## config.mk

```make
export PLATFORM = sky130hd
export DESIGN_NAME = pesf_top
export DESIGN_NICKNAME = d
export VERILOG_FILES = /design/src/pesf_pkg.sv /design/src/pesf_top.sv
export VERILOG_INCLUDE_DIRS = /design/src /design/src/src
export SDC_FILE = /design/constraint.sdc
export NUM_CORES = 1
export LEC_CHECK = 0
export ABC_AREA = 1
export BUFFER_PORTS_ARGS = -buffer_cell sky130_fd_sc_hd__buf_2
export CAP_MARGIN = 10
export CORE_MARGIN = 1.5
export CORE_UTILIZATION = 45
export CTS_CLUSTER_DIAMETER = 80
export DETAILED_ROUTE_END_ITERATION = 16
export GPL_TIMING_DRIVEN = 0
export MAX_ROUTING_LAYER = met4
export PLACE_DENSITY = 0.64
export SETUP_SLACK_MARGIN = 0.02
export SYNTH_ARGS = -nofsm -noshare
export SYNTH_HDL_FRONTEND = slang
export SYNTH_SLANG_ARGS = --single-unit
```

## constraint.sdc

```tcl
create_clock -name sys_clk -period 4.57 [get_ports sys_clk]
set_clock_uncertainty 0.15 [all_clocks]
set_input_delay 0.457 -clock sys_clk [delete_from_list [all_inputs] [get_ports sys_clk]]
set_output_delay 0.457 -clock sys_clk [all_outputs]
set_load 0.1 [all_outputs]
```

## src/pesf_defines.svh

```systemverilog
// Offsets, field positions, reset values and timing counts of the flags
// Notes on behaviour
// - A watchdog event sets a sticky flag that reads 1 until software writes a 1 to it.
// - A warm reset event sets the sticky flag at bit 8, cleared by a written 1 or by reset.
// - An adaptor not-OK event sets the sticky power-fail flag at bit 7, cleared by a written 1.
// - A calendar wake-up from the real-time clock sets the flag at bit 6, cleared by a written 1.
// - A modem ring-indicate wake-up sets the flag at bit 5, cleared by a written 1.
// - An on-key event sets the flag at bit 4, cleared by a written 1.
// - Loss of lock on the system PLL sets bit 3, which stays 0 while lock holds.
// - Loss of lock on the comms PLL sets bit 2, which stays 0 while lock holds.
// - Loss of lock on the display PLL sets bit 1, which stays 0 while lock holds.
// - Bit 0 is set by power-on reset and stays set until software writes a 1 to it.
// - Warm reset, power fail, ring and on-key flags follow debounced inputs only.
// - The interrupt is a level, high while any flag is set with its mask bit enabled.
`ifndef PESF_DEFINES_SVH
`define PESF_DEFINES_SVH

`define PESF_OFS_STATUS     8'h00
`define PESF_OFS_MASK       8'h04

`define PESF_BIT_WDT        9
`define PESF_BIT_WARM       8
`define PESF_BIT_PFAIL      7
`define PESF_BIT_RTC        6
`define PESF_BIT_RING       5
`define PESF_BIT_ONKEY      4
`define PESF_BIT_PLL_SYS    3
`define PESF_BIT_PLL_COMMS  2
`define PESF_BIT_PLL_DISP   1
`define PESF_BIT_POR        0

`define PESF_STATUS_RST     10'h001
`define PESF_MASK_RST       10'h000

`define PESF_CLK_PERIOD_PS  5000
`define PESF_DB_TIME_NS     10000
`define PESF_DB_CYCLES      ((`PESF_DB_TIME_NS * 1000 + `PESF_CLK_PERIOD_PS - 1) / `PESF_CLK_PERIOD_PS)

`endif

```

## src/pesf_pkg.sv

```systemverilog
// Types shared by the power event status flag logic
package pesf_pkg;

   typedef struct packed {
      logic [7:0]  addr;
      logic [31:0] wdata;
      logic        wr;
      logic        rd;
   } pesf_bus_req_t;

   typedef struct packed {
      logic [9:0]       status;
      logic [9:0]       mask;
      logic [3:0]       db_stable;
      logic [3:0][11:0] db_cnt;
      logic [31:0]      rdata;
      logic             irq;
   } pesf_state_t;

endpackage

```

## src/pesf_top.sv

```systemverilog
// Sticky power event flags with mask, debouncers and interrupt request
//
// Chosen here: the placing of the registers and the strobed register port.
`include "pesf_defines.svh"

module pesf_top (
   input  wire logic                   sys_clk,
   input  wire logic                   nrst,
   input  wire pesf_pkg::pesf_bus_req_t bus_req,
   output      logic [31:0]            bus_rdata,
   input  wire logic                   wdt_event,
   input  wire logic                   warm_reset_n,
   input  wire logic                   adaptor_ok,
   input  wire logic                   rtc_wake,
   input  wire logic                   ring_indicate,
   input  wire logic                   on_key_n,
   input  wire logic [2:0]             pll_lock,
   output      logic                   irq
);
   import pesf_pkg::*;

   pesf_state_t st_r;
   pesf_state_t st_nxt;

   logic [3:0]  db_raw;
   logic [3:0]  db_rise;
   logic [9:0]  ev_set;
   logic [9:0]  ev_clr;
   logic        wr_status;
   logic        wr_mask;
   logic        rd_status;
   logic        rd_mask;

   function automatic logic addr_hit(input logic [7:0] a,
                                     input logic [7:0] ofs);
      addr_hit = (a == ofs);
   endfunction

   // Debouncer lanes, asserted level high: warm, power fail, ring, on key
   assign db_raw = {~on_key_n, ring_indicate, ~adaptor_ok, ~warm_reset_n};

   assign wr_status = bus_req.wr && addr_hit(bus_req.addr, `PESF_OFS_STATUS);
   assign wr_mask   = bus_req.wr && addr_hit(bus_req.addr, `PESF_OFS_MASK);
   assign rd_status = bus_req.rd && addr_hit(bus_req.addr, `PESF_OFS_STATUS);
   assign rd_mask   = bus_req.rd && addr_hit(bus_req.addr, `PESF_OFS_MASK);

   // Only written ones clear; reads and zeros leave flags alone
   assign ev_clr = wr_status ? bus_req.wdata[9:0] : 10'h000;

   always_comb begin
      st_nxt  = st_r;
      db_rise = 4'h0;
      // A level must stay away from the stable value for the full debounce
      // time; glitches shorter than that restart the count and are lost
      for (int i = 0; i < 4; i++) begin
         if (db_raw[i] == st_r.db_stable[i]) begin
            st_nxt.db_cnt[i] = 12'h000;
         end else if (st_r.db_cnt[i] == 12'(`PESF_DB_CYCLES - 1)) begin
            st_nxt.db_cnt[i]    = 12'h000;
            st_nxt.db_stable[i] = db_raw[i];
            db_rise[i]          = db_raw[i];
         end else begin
            st_nxt.db_cnt[i] = st_r.db_cnt[i] + 12'h001;
         end
      end

      ev_set = 10'h000;
      ev_set[`PESF_BIT_WDT]       = wdt_event;
      ev_set[`PESF_BIT_WARM]      = db_rise[0];
      ev_set[`PESF_BIT_PFAIL]     = db_rise[1];
      ev_set[`PESF_BIT_RTC]       = rtc_wake;
      ev_set[`PESF_BIT_RING]      = db_rise[2];
      ev_set[`PESF_BIT_ONKEY]     = db_rise[3];
      // Unlock is a level: the flag keeps setting while the PLL is out
      ev_set[`PESF_BIT_PLL_SYS]   = ~pll_lock[2];
      ev_set[`PESF_BIT_PLL_COMMS] = ~pll_lock[1];
      ev_set[`PESF_BIT_PLL_DISP]  = ~pll_lock[0];

      // A set in the clearing cycle wins so no event is lost
      st_nxt.status = (st_r.status & ~ev_clr) | ev_set;

      if (wr_mask) begin
         st_nxt.mask = bus_req.wdata[9:0];
      end

      if (rd_status) begin
         st_nxt.rdata = {22'h000000, st_r.status};
      end else if (rd_mask) begin
         st_nxt.rdata = {22'h000000, st_r.mask};
      end else begin
         st_nxt.rdata = 32'h00000000;
      end

      // Computed from next state so the registered level tracks the flags
      st_nxt.irq = |(st_nxt.status & st_nxt.mask);
   end

   always_ff @(posedge sys_clk or negedge nrst) begin
      if (!nrst) begin
         st_r           <= '0;
         st_r.status    <= `PESF_STATUS_RST;
         st_r.mask      <= `PESF_MASK_RST;
         st_r.db_stable <= 4'h0;
      end else begin
         st_r <= st_nxt;
      end
   end

   assign bus_rdata = st_r.rdata;
   assign irq       = st_r.irq;
endmodule

```

==> summary.md <==
| Metric | Value |
|---|---|
| FF-to-FF setup slack | 2.74 ns |
| CTS tree | done |
| Final #Nets | 619 |
| Share of cells above drive strength 1 | 0.223 |
| Worst path required time | 4.66 ns |
| HPWL after DPL | 5.66 mm |
| Post-DRT Antenna Nets | 0 |
| Max Slew Vio Count | 0 |
| Largest net degree at the start of global routing | 55 |
| Root Driver | clkbuf_8 |
| Pwr Density | 313 mW/mm^2 |
| Postcts setup bufs | 0 |
| Global-route wire length before repair | 13.8 mm |
| Post-Syn Instances | 488 |
| Total congestion overflow | 0 |
| Drt initial violations | 115 |
| Filler instances | 879 |
| CP arrival | 1.92 ns |
| Register area share after synthesis | 0.492 |
| Worst hold path stage count | 2 |
| Clock slew at reported path FFs | 0.09 ns |
| DRC | 0 |
| Seq cells post-synth | 83 |
| Routed wl met2 | 3.71 mm |
| Gr usage total | 0.177 |
| PortBufs | 40 |
| Vias in the first global route | 3,002 |
| DRT Pass-1 Iters | 5 |
| Clk_lat worst skew | 0.35 ns |
| Kind of critical path | register to register |
| R2R depth | 7 |
| Fin crit period | 1.83 ns |
| WL met1 | 3.80 mm |
| Synth Warn # | 0 |
| Hold Vio Cnt, Final | 0 |
| Post-Route Setup TNS | 0 ns |
| Distinct cells, synth | 36 |
| H-tree Lvls | 3 |
| # diodes | 0 |
| Core Region | 0.00915 mm^2 |
| FF-to-FF End | st_r[68]$_DFF_PN0_ |
| Max Cap Viol | 0 |
| Worst r2r src | st_r[57]$_DFF_PN0_ |
| Fin crit share | 0.401 |
| Row cnt | 35 |
| Die area | 0.00998 mm^2 |
| HP Class | input pin to register |
| Die height | 99.9 um |
| Initial antenna violation count | 0 |
| RSZ-0062 raised after global routing | false |
| Wire per inst | 11.7 um |
| I/O pin cnt | 86 |
| Wire length on met3 | 295 um |
| Final Wtd Congestion | 0.758 |
| Worst Setup SP | st_r[57]$_DFF_PN0_ |
| Fmax | 545 MHz |
| Status | finished, final reports clean |
| DP Cell Count | 661 |
| Routed vias/inst | 4.77 |
| Fin cells | 677 |
| Startpoint types | register |
| Mean Syn Cell Area | 8.66 um^2 |
| Maximum VDD drop | 119 uV |
| Top Layer Used | met4 |
| Layout area overhead | 16.0% |
| Setup crit end kind | register |
| Worst Hold Launch | pll_lock[2] |
| Netlist Area Pre-Place | 0.00423 mm^2 |
| Initial Utilization | 0.462 |
| Final WL | 7.94 mm |
| DIE WIDTH | 99.9 um |
| Detailed-route via count | 3,228 |
| Leakage power | 0.00246 uW |
| Hold worst-path end | st_r[98]$_DFF_PN0_ |
| Final setup violation count | 0 |
| Crit path max fanout | 10 |
| Num CTS Buffers | 9 |
| Clock net sink count | 83 |
| Clock Path Buffers | 2 |
per-stage QoR:
step	hold slack (ns)	area [um^2]	utilization	worst slack, ns	power [uW]
3_3_place_gp	0.290	4640	0.507	2.18	961
5_1_grt	0.109	4900	0.535	2.57	1600
2_1_floorplan	0.0114	4310	-	2.96	916
4_1_cts	0.107	4900	0.535	2.73	1550
3_5_place_dp	0.272	4670	0.511	2.57	966
6_report	0.123	4900	0.535	2.74	1530
worst max-delay path by stage:
stage                               endpoint  slack, ns  depth (start not counted)
after floorplan                irq$_DFF_PN0_       2.96                         11
after global placement    st_r[57]$_DFF_PN0_       2.18                          1
after detailed placement       irq$_DFF_PN0_       2.57                         12
after CTS                       bus_rdata[8]       2.73                          2
after global routing      st_r[68]$_DFF_PN0_       2.57                          7
final                     st_r[68]$_DFF_PN0_       2.74                          7
flip-flops by register name (all words and copies together) (netlist names):
signal	flops
bus_rdata	10
irq	1
st_r	72
critical path, cell delays in order (launching register included):
cell	delay [ns]
dfrtp_1	0.37
ha_1	0.19
nand2_1	0.10
nor2_1	0.28
nand3_1	0.19
o21ai_2	0.22
o21bai_1	0.17
a21oi_1	0.05
synthesized netlist by cell type (all sizes together):
library cell  count  area, um^2
clkbuf            1        3.75
inv              38         143
o21bai            1        7.51
ha                4        50.1
o21ai            17        88.8
nand4             6        37.5
nand2           109         439
nor3             12        65.1
nor4              2        12.5
a21oi            11        55.1
nand3            56         330
a31oi             1        6.26
dfstp             1        26.3
nor2             71         323
and3              3        18.8
or2               2        12.5
xnor2             8        70.1
nor3b             7        52.6
buf              39         289
conb              1        3.75
dfrtp            82        2050
xor2             14         123
a31o              2        17.5
cells in the final DEF (no fill, tap or decap), types with 4 or more instances in the layout:
master | Yosys | layout
a21oi_1 | 11 | 11
buf_2 | 3 | 42
buf_4 | 33 | 34
clkbuf_8 | 0 | 10
conb_1 | 1 | 22
dfrtp_1 | 82 | 82
ha_1 | 4 | 4
inv_1 | 38 | 38
nand2_1 | 101 | 101
nand2_2 | 6 | 6
nand3_1 | 46 | 46
nand3_2 | 10 | 10
nand4_1 | 6 | 6
nor2_1 | 62 | 62
nor2_2 | 4 | 4
nor2_4 | 4 | 4
nor3_1 | 11 | 11
nor3b_1 | 7 | 7
o21ai_0 | 15 | 15
xnor2_1 | 8 | 8
xor2_1 | 14 | 14
metal layers:
metal	vias up	global-route usage
li1	1665	-
met1	1490	0.226
met2	63	0.286
met3	10	0.0265
met4	0	0.0704
met5	-	-
timing repair:
action | in CTS | in global routing
endpoints found under the setup margin | 0 | 0
resized for setup | 0 | 0
endpoints found under the hold margin | 29 | 0
hold buffers | 1 | 0
cells by family (layout without fill, tap and decap cells):
kind of cell / after synthesis / count (layout) / share of synthesized area
simple gates: 268 / 268 / 0.306
flops: 83 / 83 / 0.492
buf+inv: 78 / 135 / 0.103
compound gates: 32 / 32 / 0.0414
xor+xnor: 22 / 22 / 0.0456
fa+ha+maj: 4 / 4 / 0.0118
other cells: 1 / 22 / 0.000887
final cells by class:
type | instances | area, um^2 | share of cell area
plain buffers | 40 | 293 | 0.0597
inverters | 38 | 143 | 0.0291
clock inverters | 4 | 75.1 | 0.0153
well taps | 111 | 139 | 0.0283
clock buffers | 11 | 141 | 0.0288
flip-flops and latches | 83 | 2080 | 0.424
multi-input cells | 348 | 1790 | 0.366
repair buffers | 42 | 240 | 0.0490
where the power goes:
| group | switching, uW | internal, uW | total, uW |
|---|---|---|---|
| Sequential | 8.06 | 748 | 756 |
| Clock | 262 | 320 | 582 |
| Combinational | 151 | 44.0 | 195 |
| Total | 421 | 1110 | 1530 |
Note: power is estimated with default switching activity, not from simulation.
